===== config.mk =====
export PLATFORM = sky130hd
export DESIGN_NAME = pch_config_header
export DESIGN_NICKNAME = d
export VERILOG_FILES = /design/src/core/pch_config_header.v /design/src/core/pch_latency_timer.v
export VERILOG_INCLUDE_DIRS = /design/src /design/src/core
export SDC_FILE = /design/constraint.sdc
export NUM_CORES = 1
export LEC_CHECK = 0
export BUFFER_PORTS_ARGS = -buffer_cell sky130_fd_sc_hd__buf_2
export CORE_MARGIN = 4
export CORE_UTILIZATION = 55
export DETAILED_ROUTE_END_ITERATION = 10
export GPL_ROUTABILITY_DRIVEN = 0
export PLACE_DENSITY = 0.83
export RECOVER_POWER = 25
export SYNTH_ARGS = -nofsm -noshare
export SYNTH_HDL_FRONTEND = slang
export SYNTH_HIERARCHICAL = 1
export SYNTH_SLANG_ARGS = --single-unit
export TNS_END_PERCENT = 5

===== constraint.sdc =====
create_clock -name ref_clk -period 4.6 [get_ports ref_clk]
set_clock_uncertainty 0.1 [all_clocks]
set_input_delay 0.46 -clock ref_clk [delete_from_list [all_inputs] [get_ports ref_clk]]
set_output_delay 0.46 -clock ref_clk [all_outputs]
set_load 0.02 [all_outputs]

===== src/core/pch_defines.vh =====
`ifndef PCH_DEFINES_VH
`define PCH_DEFINES_VH
`define PCH_OFF_CLASS 12'h008
`define PCH_OFF_MISC 12'h00c
`define PCH_OFF_BAR0 12'h010
`define PCH_OFF_BAR2 12'h018
`define PCH_BASE_BRIDGE 8'h06
`define PCH_SUB_OTHER 8'h80
`define PCH_BASE_MSG 8'h0e
`define PCH_SUB_MSG 8'h00
`define PCH_IFACE_RST 8'h00
`define PCH_LATENCY_RST 7'h04
`define PCH_LATENCY_MIN 7'h04
`define PCH_LINESZ_4W 2'b01
`define PCH_LINESZ_8W 2'b10
`define PCH_LINE_4W 4'h4
`define PCH_LINE_8W 4'h8
`define PCH_REGSPACE_BITS 12
`define PCH_MSG_RSVD 32'h00001000
`endif


===== src/core/pch_config_header.v =====
`include "pch_defines.vh"
module pch_config_header
#(
   // Arbitrary revision value
   parameter [7:0] REVISION = 8'h5a
)
(
   input wire ref_clk,
   input wire rst_n,
   input wire cfgWrite,
   input wire cfgRead,
   input wire [11:0] cfgAddr,
   input wire [31:0] cfgWdata,
   input wire [3:0] cfgBe,
   output reg [31:0] cfgRdata,
   input wire messagingUnitEnable,
   input wire targetImage0Enable,
   input wire pciAddrValid,
   input wire [31:0] pciAddr,
   output reg regSpaceHit,
   output reg [11:0] regSelect,
   output reg messagingHit,
   output reg messagingReservedHit,
   output reg [31:0] localBusAddr,
   output reg [3:0] lineWords,
   input wire masterStart,
   input wire masterActive,
   output reg masterTerminate,
   output reg [6:0] latencyTimerField
);
   reg [7:0] baseClass;
   reg [7:0] subClass;
   reg [7:0] programmingInterface;
   reg [1:0] cacheLineSizeField;
   reg [19:0] regSpaceBase;
   reg [15:0] image0Base;
   reg prefetchableFlag;
   reg meSync1;
   reg meSync2;
   reg teSync1;
   reg teSync2;
   wire expired;
   wire [31:0] classWord;
   wire [31:0] miscWord;
   wire [31:0] regBaseWord;
   wire [31:0] image0Word;
   reg [31:0] next_rdata;

   function hitOff;
      input [11:0] a;
      input [11:0] off;
      begin
         hitOff = (a[11:2] == off[11:2]);
      end
   endfunction

   function [7:0] mergeByte;
      input [7:0] old;
      input [7:0] nw;
      input be;
      begin
         mergeByte = be ? nw : old;
      end
   endfunction

   // Straps and enable come from outside the clock domain
   always @(posedge ref_clk)
   begin
      meSync1 <= messagingUnitEnable;
      meSync2 <= meSync1;
      teSync1 <= targetImage0Enable;
      teSync2 <= teSync1;
   end

   wire [11:0] regBaseOff = meSync2 ? `PCH_OFF_BAR2 : `PCH_OFF_BAR0;
   wire [11:0] image0Off = meSync2 ? `PCH_OFF_BAR0 : `PCH_OFF_BAR2;

   assign classWord = {baseClass, subClass, programmingInterface, REVISION};
   // Self-test, multifunction, layout all tied low
   assign miscWord = {8'h00, 8'h00, latencyTimerField, 1'b0,
                      4'h0, cacheLineSizeField, 2'b00};
   assign regBaseWord = {regSpaceBase, 12'h000};
   assign image0Word = teSync2 ? {image0Base, 12'h000, prefetchableFlag, 3'b000}
                               : 32'h00000000;

   always @(posedge ref_clk)
   begin
      if (!rst_n)
      begin
         baseClass <= `PCH_BASE_BRIDGE;
         subClass <= `PCH_SUB_OTHER;
         programmingInterface <= `PCH_IFACE_RST;
         latencyTimerField <= `PCH_LATENCY_RST;
         cacheLineSizeField <= 2'b00;
         regSpaceBase <= 20'h00000;
         image0Base <= 16'h0000;
         prefetchableFlag <= 1'b0;
      end
      else if (cfgWrite)
      begin
         if (hitOff(cfgAddr, `PCH_OFF_CLASS))
         begin
            baseClass <= mergeByte(baseClass, cfgWdata[31:24], cfgBe[3]);
            if (cfgBe[2])
            begin
               // Messaging class forces messaging subclass
               if ((cfgBe[3] ? cfgWdata[31:24] : baseClass) == `PCH_BASE_MSG)
                  subClass <= `PCH_SUB_MSG;
               else
                  subClass <= cfgWdata[23:16];
            end
            if (cfgBe[1])
            begin
               if ((cfgBe[3] ? cfgWdata[31:24] : baseClass) == `PCH_BASE_MSG)
                  programmingInterface <= {7'h00, cfgWdata[8]};
               else
                  programmingInterface <= 8'h00;
            end
         end
         if (hitOff(cfgAddr, `PCH_OFF_MISC))
         begin
            if (cfgBe[1])
            begin
               if (cfgWdata[15:9] < `PCH_LATENCY_MIN)
                  latencyTimerField <= `PCH_LATENCY_MIN;
               else
                  latencyTimerField <= cfgWdata[15:9];
            end
            if (cfgBe[0])
            begin
               if (cfgWdata[3:2] == `PCH_LINESZ_4W || cfgWdata[3:2] == `PCH_LINESZ_8W)
                  cacheLineSizeField <= cfgWdata[3:2];
               else
                  cacheLineSizeField <= 2'b00;
            end
         end
         if (hitOff(cfgAddr, regBaseOff))
         begin
            regSpaceBase[19:12] <= mergeByte(regSpaceBase[19:12], cfgWdata[31:24], cfgBe[3]);
            regSpaceBase[11:4] <= mergeByte(regSpaceBase[11:4], cfgWdata[23:16], cfgBe[2]);
            if (cfgBe[1])
               regSpaceBase[3:0] <= cfgWdata[15:12];
         end
         if (hitOff(cfgAddr, image0Off) && teSync2)
         begin
            image0Base[15:8] <= mergeByte(image0Base[15:8], cfgWdata[31:24], cfgBe[3]);
            image0Base[7:0] <= mergeByte(image0Base[7:0], cfgWdata[23:16], cfgBe[2]);
            if (cfgBe[0])
               prefetchableFlag <= cfgWdata[3];
         end
      end
   end

   always @*
   begin
      next_rdata = 32'h00000000;
      if (hitOff(cfgAddr, `PCH_OFF_CLASS))
         next_rdata = classWord;
      else if (hitOff(cfgAddr, `PCH_OFF_MISC))
         next_rdata = miscWord;
      else if (hitOff(cfgAddr, regBaseOff))
         next_rdata = regBaseWord;
      else if (hitOff(cfgAddr, image0Off))
         next_rdata = image0Word;
   end

   always @(posedge ref_clk)
   begin
      if (!rst_n)
         cfgRdata <= 32'h00000000;
      else if (cfgRead)
         cfgRdata <= next_rdata;
   end

   // Decode: a zero base still decodes; software must program it first
   always @(posedge ref_clk)
   begin
      if (!rst_n)
      begin
         regSpaceHit <= 1'b0;
         regSelect <= 12'h000;
         messagingHit <= 1'b0;
         messagingReservedHit <= 1'b0;
         localBusAddr <= 32'h00000000;
         lineWords <= `PCH_LINE_4W;
      end
      else
      begin
         regSpaceHit <= pciAddrValid && pciAddr[31:12] == regSpaceBase;
         regSelect <= pciAddr[11:0];
         messagingHit <= pciAddrValid && meSync2 && teSync2 &&
                         pciAddr[31:16] == image0Base && pciAddr[15:12] != 4'h0;
         messagingReservedHit <= pciAddrValid && meSync2 && teSync2 &&
                                 pciAddr[31:16] == image0Base &&
                                 pciAddr[15:12] == 4'h0;
         localBusAddr <= {16'h0000, pciAddr[15:0]} - `PCH_MSG_RSVD;
         // Same line length feeds target burst acceptance and DMA
         lineWords <= (cacheLineSizeField == `PCH_LINESZ_8W) ? `PCH_LINE_8W
                                                             : `PCH_LINE_4W;
      end
   end

   always @(posedge ref_clk)
   begin
      if (!rst_n)
         masterTerminate <= 1'b0;
      else
         masterTerminate <= expired;
   end

   pch_latency_timer u_pch_latency_timer
   (
      .ref_clk(ref_clk),
      .rst_n(rst_n),
      .start(masterStart),
      .active(masterActive),
      .latencyField(latencyTimerField),
      .expired(expired)
   );
endmodule


===== src/core/pch_latency_timer.v =====
`include "pch_defines.vh"
module pch_latency_timer
(
   input wire ref_clk,
   input wire rst_n,
   input wire start,
   input wire active,
   input wire [6:0] latencyField,
   output reg expired
);
   reg [7:0] count;
   always @(posedge ref_clk)
   begin
      if (!rst_n)
      begin
         count <= 8'h00;
         expired <= 1'b0;
      end
      else if (start)
      begin
         // Field counts in steps of two clocks
         count <= {latencyField, 1'b0};
         expired <= 1'b0;
      end
      else if (active && count != 8'h00)
      begin
         count <= count - 8'h01;
         expired <= (count == 8'h01);
      end
      else if (!active)
         expired <= 1'b0;
   end
endmodule


==> key figures, run 1 <==
Clock tree
  – Clock Latency Late Sink: 0.52 ns
  – CTS tree: yes
  – Clk sinks: 126
  – Clock Path Buffers: 2
  – H-tree depth: 4
  – TritonCTS Buffers: 17
  – Post_cts resized: 0
  – Clk root buf: clkbuf_8
  – Clock-pin slew on the worst setup and hold paths: 0.06 ns

Place
  – Placed cell areas: 0.00640 mm²
  – Port Buffers: 166
  – DP HPWL: 11,700 µm
  – Pre-CTS setup slack: 1.94 ns

Logic synthesis
  – Most common flop cell mapped by yosys: dfxtp_1
  – Ys Warns: 6
  – Synthesized flop and latch total: 126
  – Yosys cell types: 58
  – FFs w/ async S/R, synth: 0%
  – Synth top area cells: dfxtp_1 (44%), mux2i_1 (7.2%), nand2_1 (5.5%)
  – Number of synthesized flops with an enable pin: 0
  – Sequential share of the synthesized area: 44.0%
  – Syn Inst Count: 636
  – Mean post-synth cell area: 9.01 µm²
  – Area leader, netlist: dfxtp_1
  – Mapped cell area: 0.00573 mm²
  – Post-synth top area share: 44.0%

Setup path
  – CP bufs+invs: 2
  – Worst setup EP type: flip-flop
  – Crit-path max FO: 69
  – Slowest stage cell, crit path: clkbuf_2
  – Crit path largest cell delay: 1.16 ns
  – Critical Path AT: 3.30 ns
  – Startpoint types: input pin
  – Data required, critical path: 4.93 ns
  – CP Class: in2reg
  – Top delay family on crit path: buffers and inverters
  – Critical Path, Cell by Cell: clkbuf_1 > clkbuf_2 > nand2_1 > o31ai_1

Die
  – Die outline width: 110 µm
  – Std cell rows: 37
  – I/O Pins: 180
  – Starting density of the core: 56.0%
  – Die area: 0.0121 mm²
  – Die height: 110 µm
  – Core footprint: 0.0102 mm²

Power and ir drop
  – Leakage: 2.82 nW
  – Net Switching: 0.640 mW
  – Pwr dens: 392 mW/mm²
  – Clock power share: 51.1%
  – Worst VDD drop: 0.207 mV
  – Reg power frac: 40.8%
  – Internal power: 2.10 mW
  – Switching part of the total: 23.3%
  – Combinational power share: 8.1%

Timing
  – Final hold vios: 0
  – Final Max Slew Viols: 0
  – Worst-Margin Slew: 1.47 ns
  – Slew headroom: 2.11%
  – Fin crit share: 64.6%
  – Fmax: 0.336 GHz
  – Setup_tns: 0 ns
  – Fin worst setup slack: 1.63 ns
  – Final Setup Violations: 0
  – Final min period: 2.97 ns
  – RSZ-0062 raised after global routing: false

Route
  – Drt first pass iters: 6
  – Wirelength per Cell: 18.3 µm
  – Initial DRC Count: 498
  – Total Wirelength: 16,700 µm
  – Drt via density: 5.92
  – Detail Route Antenna Nets: 0
  – Total vias in the final route: 5,414
  – # DRC: 0

GRT
  – GRT Overall Usage: 27.3%
  – Vias in the first global route: 5,205
  – Largest net degree at the start of global routing: 70
  – Grt ovf: 0
  – First-pass GRT wire length: 25,400 µm
  – Initial antenna violation count: 0

Finish
  – Area of the multi-input gates: 0.00279 mm²
  – Filler instances: 791
  – Area delta synth->final: 22.2%
  – Final core utilization: 68.4%
  – Register Area: 0.00252 mm²
  – Diode count: 0
  – Final Cell Area: 0.00700 mm²
  – Final nets: 858
  – Share of cells above drive strength 1: 24.2%

Run status
  – Status: finished clean

Worst hold path
  – HP Class: in2reg

Job
  – Max-Cap Viols: 0
[power by group through the flow]
stage               logic (mW)  registers (mW)  clock network, mW
floorplan                0.125            1.15                  0
global placement         0.212            1.14                  0
detailed placement       0.217            1.14                  0
CTS                      0.221            1.12               1.41
global route             0.239            1.12               1.47
finish                   0.223            1.12               1.40
[sequential cells by signal, indices dropped and copies added (netlist names)]
| signal | count |
|---|---|
| baseClass | 8 |
| cacheLineSizeField | 2 |
| cfgRdata | 27 |
| image0Base | 16 |
| latencyTimerField | 7 |
| lineWords | 2 |
| localBusAddr | 6 |
| masterTerminate | 1 |
| meSync1 | 1 |
| meSync2 | 1 |
| messagingHit | 1 |
| messagingReservedHit | 1 |
| prefetchableFlag | 1 |
| programmingInterface | 1 |
| regSelect | 11 |
| regSpaceBase | 20 |
| regSpaceHit | 1 |
| subClass | 8 |
| teSync1 | 1 |
| teSync2 | 1 |
| u_pch_latency_timer/count | 8 |
| u_pch_latency_timer/expired | 1 |
[stage by stage]
stage               hold WS, ns  std cells  total power [mW]
CTS                      0.0242        914              2.75
global placement          0.226        881              1.35
floorplan                 0.210        640              1.28
global route             0.0315        914              2.83
detailed placement        0.221        881              1.36
finish                   0.0432        914              2.74
[what timing repair did]
| item | in CTS | in global routing |
|---|---|---|
| setup buffers | 0 | 0 |
| endpoints found under the hold margin | 2 | 0 |
| hold buffers | 2 | 0 |
[worst paths after layout]
path | slack, ns | cells after the start | from | to
worst max-delay path | 1.63 | 4 | rst_n | subClass[1]$_SDFFE_PN0P_
worst min register to register | 0.23 | 0 | meSync1$_DFF_P_ | meSync2$_DFF_P_
worst min-delay path | 0.04 | 2 | pciAddr[0] | regSelect[0]$_SDFF_PN0_
worst max register to register | 2.15 | 4 | teSync2$_DFF_P_ | image0Base[8]$_SDFFE_PN0P_
[metal layers]
| layer | track usage [%] | wire, µm | up-vias | share of wire [%] |
|---|---|---|---|---|
| li1 | - | - | 2479 | - |
| met1 | 31.4 | 6180 | 2525 | 37 |
| met2 | 45.9 | 8140 | 347 | 49 |
| met3 | 7.28 | 1790 | 63 | 11 |
| met4 | 14.8 | 569 | 0 | 3.4 |
| met5 | 0 | 0 | - | 0 |
[final cells by class]
| class | count | share of cell area (%) |
|---|---|---|
| clock buffer | 21 | 6.56 |
| clock inverter | 10 | 2.30 |
| inverter | 11 | 0.590 |
| multi-input combinational | 436 | 39.9 |
| sequential | 126 | 36.0 |
| tap | 136 | 2.43 |
| timing repair buffer | 174 | 12.2 |
[cells by family (layout without fill, tap and decap cells)]
family          count (synthesis)  after routing  share of synthesized area (%)
other cells                     1              5                         0.0654
buf+inv                        78            216                           7.53
mux                            41             41                           7.16
flops                         126            126                           44.0
compound gates                 95             95                           11.4
simple gates                  252            252                           23.0
xor+xnor                       40             40                           6.11
fa+ha+maj                       3              3                          0.655
[Yosys cell counts (2+ instances only)]
cell type,count
dfxtp_1,126
nand2_1,84
nand3_1,54
mux2i_1,41
buf_4,34
a21oi_1,33
clkbuf_1,27
xor2_1,22
a221o_1,20
xnor2_1,18
and2_1,17
nor2_1,17
o21ai_0,16
nand4_1,15
inv_1,11
nor4_1,10
nand2b_1,9
nor3_1,8
o31ai_1,8
a31oi_1,4
nor2b_1,4
nor3b_1,4
buf_2,3
ha_1,3
or2_2,3
or3b_1,3
or4_1,3
and3b_1,2
buf_1,2
nand3b_1,2
nor2_2,2
nor3_2,2
o311a_1,2
or4_2,2
or4_4,2
[cells in the final DEF, fill, tap and decap left out, drive strengths merged, types with 4 or more instances in the layout]
cell / instances
clkbuf: 52
nand3: 54
a221o: 20
and2: 17
a31oi: 4
dfxtp: 126
nand4: 15
o21ai: 17
or4: 7
nor2b: 4
nand2: 84
nor3b: 4
or3b: 4
nor3: 10
bufinv: 4
nand2b: 9
nor4: 11
xnor2: 18
nor2: 19
conb: 5
a21oi: 33
xor2: 22
mux2i: 41
inv: 11
o31ai: 8
buf: 141
Power figures use the tool's default switching activity.
==> inputs of run 2 (changes only) <==
--- a/config.mk
+++ b/config.mk
@@ -6,12 +6,13 @@
 export SDC_FILE = /design/constraint.sdc
 export NUM_CORES = 1
 export LEC_CHECK = 0
+export ABC_AREA = 1
 export BUFFER_PORTS_ARGS = -buffer_cell sky130_fd_sc_hd__buf_2
 export CORE_MARGIN = 4
-export CORE_UTILIZATION = 55
+export CORE_UTILIZATION = 53
 export DETAILED_ROUTE_END_ITERATION = 10
 export GPL_ROUTABILITY_DRIVEN = 0
-export PLACE_DENSITY = 0.83
+export PLACE_DENSITY = 0.79
 export RECOVER_POWER = 25
 export SYNTH_ARGS = -nofsm -noshare
 export SYNTH_HDL_FRONTEND = slang
==> constraint.sdc (replaced) <==
create_clock -name ref_clk -period 2.9 [get_ports ref_clk]
set_clock_uncertainty 0.1 [all_clocks]
set_input_delay 0.29 -clock ref_clk [delete_from_list [all_inputs] [get_ports ref_clk]]
set_output_delay 0.29 -clock ref_clk [all_outputs]
set_load 0.02 [all_outputs]
==> key figures, run 2 <==
Run status
  – Status: finished clean

Logic synthesis
  – Sequential share of the synthesized area: 39.7% (-4.3 points)
  – Synth top area cells: dfxtp_1 (40%), nand2_1 (14%), nor2_1 (9.4%)
  – Yosys cell types: 35 (-40%)
  – Most common flop cell mapped by yosys: dfxtp_1
  – Synth Area in Compound Gates: 9.76% (-1.7 points)
  – Main combinational cell family by area after synthesis: simple AND/OR/NAND/NOR gates
  – Mean post-synth cell area: 6.66 µm² (-26%)
  – Post-synth top area share: 39.7% (-4.3 points)
  – Post-synthesis mux area share: 0% (-7.2 points)
  – Synth Area in XOR/XNOR: 2.20% (-3.9 points)
  – Simple-gate share of the synthesized area: 35.1% (+12 points)
  – Top cells by count, synth: nand2_1 (235), nor2_1 (160), dfxtp_1 (126)
  – FFs w/ async S/R, synth: 0% (unchanged)
  – Mapped cell area: 0.00636 mm² (+11%)
  – Synth Area in Adders: 0.590% (-0.064 points)
  – Ys Warns: 6 (unchanged)
  – Area leader, netlist: dfxtp_1
  – Synthesized flop and latch total: 126 (unchanged)
  – Syn Inst Count: 954 (+50%)
  – Library cell with the highest instance count after synthesis: nand2_1
  – Number of synthesized flops with an enable pin: 0 (unchanged)

Finish
  – Area delta synth->final: 22.3% (about the same)
  – Filler instances: 1,038 (+31%)
  – Top Registers: cfgRdata (27), regSpaceBase (20), image0Base (16)
  – Max reg flops: 27 (unchanged)
  – Final nets: 1,190 (+39%)
  – Share of cells above drive strength 1: 18.8% (-5.4 points)
  – Area of the multi-input gates: 0.00305 mm² (+9.1%)
  – Register Area: 0.00252 mm² (unchanged)
  – Diode count: 0 (unchanged)
  – Top reg by flops: cfgRdata
  – Most frequent cells in the layout: nand2_1 (235), nor2_1 (160), buf_2 (141), dfxtp_1 (126), inv_1 (90)
  – Commonest non-fill, non-tap cell in the layout: nand2_1

Timing
  – Final Max Slew Viols: 0 (unchanged)
  – Slew headroom: 28.9% (+27 points)
  – Worst-Margin Slew: 1.07 ns (-0.402 ns)
  – Final min period: 2.21 ns
  – Fin crit share: 76.2%
  – Final Setup Violations: 0 (unchanged)
  – Fin worst setup slack: 0.691 ns (-0.935 ns)
  – Final hold vios: 0 (unchanged)
  – Hold WS: 0.0331 ns (-0.0101 ns)
  – Fmax: 0.453 GHz
  – Setup_tns: 0 ns (unchanged)
  – RSZ-0062 raised after global routing: false

Job
  – Max-Cap Viols: 0 (unchanged)

Route
  – Detail Route Antenna Nets: 0 (unchanged)
  – Total vias in the final route: 6,388 (+18%)
  – Drt via density: 5.09 (-14%)
  – Initial DRC Count: 499 (+0.20%)
  – Wirelength per Cell: 14.3 µm (-22%)
  – Drt first pass iters: 6 (unchanged)
  – Total Wirelength: 18,000 µm (+7.6%)
  – # DRC: 0 (unchanged)

Clock tree
  – Clock Latency Late Sink: 0.41 ns (-0.11 ns)
  – Post-CTS Setup Inserts: 0 (unchanged)
  – Clk sinks: 126 (unchanged)
  – TritonCTS Buffers: 17 (unchanged)
  – Clock Path Buffers: 2 (unchanged)
  – Clk root buf: clkbuf_16
  – Clock-pin slew on the worst setup and hold paths: 0.05 ns (about the same)
  – CTS tree: yes
  – H-tree depth: 4 (unchanged)

GRT
  – Grt ovf: 0 (unchanged)
  – Met2 Use GR: 42.0% (-3.9 points)
  – Vias in the first global route: 5,779 (+11%)
  – Initial antenna violation count: 0 (unchanged)
  – Largest net degree at the start of global routing: 33 (-53%)
  – Most utilized layer in the global route result: met2
  – Met3 GRT Util: 6.25% (-1.0 points)
  – GRT Overall Usage: 25.9% (-1.4 points)
  – Met1 usage: 34.0% (+2.6 points)
  – First-pass GRT wire length: 29,100 µm (+15%)

Power and ir drop
  – Worst VDD drop: 0.404 mV (+95%)
  – Pwr dens: 579 mW/mm² (+48%)
  – Leakage: 4.03 nW (+43%)

Setup path
  – Startpoint types: input pin
  – Data required, critical path: 3.15 ns (-1.78 ns)
  – Crit-path max FO: 20 (-71%)
  – CP Class: in2reg
  – Worst setup EP type: flip-flop
  – Critical Path AT: 2.46 ns (-0.84 ns)

Place
  – DP HPWL: 13,100 µm (+12%)
  – Pre-CTS setup slack: 0.975 ns (-0.965 ns)
  – Port Buffers: 166 (unchanged)

Worst hold path
  – HP Class: in2reg

Die
  – I/O Pins: 180 (unchanged)
  – Core footprint: 0.0116 mm² (+13%)
  – Die outline width: 118 µm (+6.8%)
  – Die area: 0.0138 mm² (+14%)
  – Std cell rows: 39 (+5.4%)
  – Starting density of the core: 55.0% (-1.1 points)
  – Die height: 118 µm (+6.8%)
==> run 2: final cells by class <==
type,count,share of cell area (%)
Clock buffer,21,6.18
Sequential cell,126,32.5
Clock inverter,11,2.08
Timing Repair Buffer,191,13.1
Tap cell,143,2.30
Inverter,97,4.68
Multi-Input combinational cell,665,39.2
==> run 2: final timing paths <==
check	start	end	slack, ns	depth (start not counted)
max	rst_n	u_pch_latency_timer/expired$_SDFFE_PP0P_	0.69	6
max reg2reg	meSync2$_DFF_P_	image0Base[5]$_SDFFE_PN0P_	1.07	10
min	cfgWdata[26]	regSpaceBase[14]$_SDFFE_PN0P_	0.03	3
min reg2reg	teSync1$_DFF_P_	teSync2$_DFF_P_	0.22	0
==> run 2: logic make-up (layout without fill, tap and decap cells) <==
group / count (synthesis) / after routing
AND/OR/NAND/NOR: 524 / 524
buffers and inverters: 167 / 320
flip-flops: 126 / 126
AO/OA/AOI/OAI: 117 / 117
XOR/XNOR: 16 / 16
adder cells (fa/ha/maj): 3 / 3
other: 1 / 5
==> run 2: routing by layer <==
layer	wire length, µm	share of wire, %	up-vias
met5	0	0	-
met4	394	2.2	0
met3	1390	7.8	32
met2	8410	47	244
met1	7760	43	2826
li1	-	-	3286
==> run 2: where the power goes <==
part | total (mW) | internal [mW] | switching, mW
Sequential | 1.77 | 1.76 | 0.0156
Clock | 2.29 | 1.52 | 0.765
Combinational | 0.435 | 0.146 | 0.290
==> run 2: critical path, stage by stage <==
cell,delay (ns)
clkbuf_1,0.76
clkbuf_1,0.73
inv_1,0.23
nor2_1,0.21
o2111ai_1,0.13
nor2_1,0.10
==> run 2: metrics by stage <==
stage | utilization [%] | power, mW | instances | cell area [µm²]
after floorplan | - | 2.09 | 958 | 6370
after global placement | 60.7 | 2.22 | 1207 | 7020
after detailed placement | 60.7 | 2.23 | 1207 | 7020
after CTS | 67.5 | 4.52 | 1254 | 7810
after global routing | 67.2 | 4.65 | 1254 | 7770
final | 67.2 | 4.50 | 1254 | 7770
==> run 2: what timing repair did <==
item | 4_1_cts | 5_1_grt
hold buffers | 15 | 0
resized for setup | 0 | 0
endpoints found under the hold margin | 15 | 0
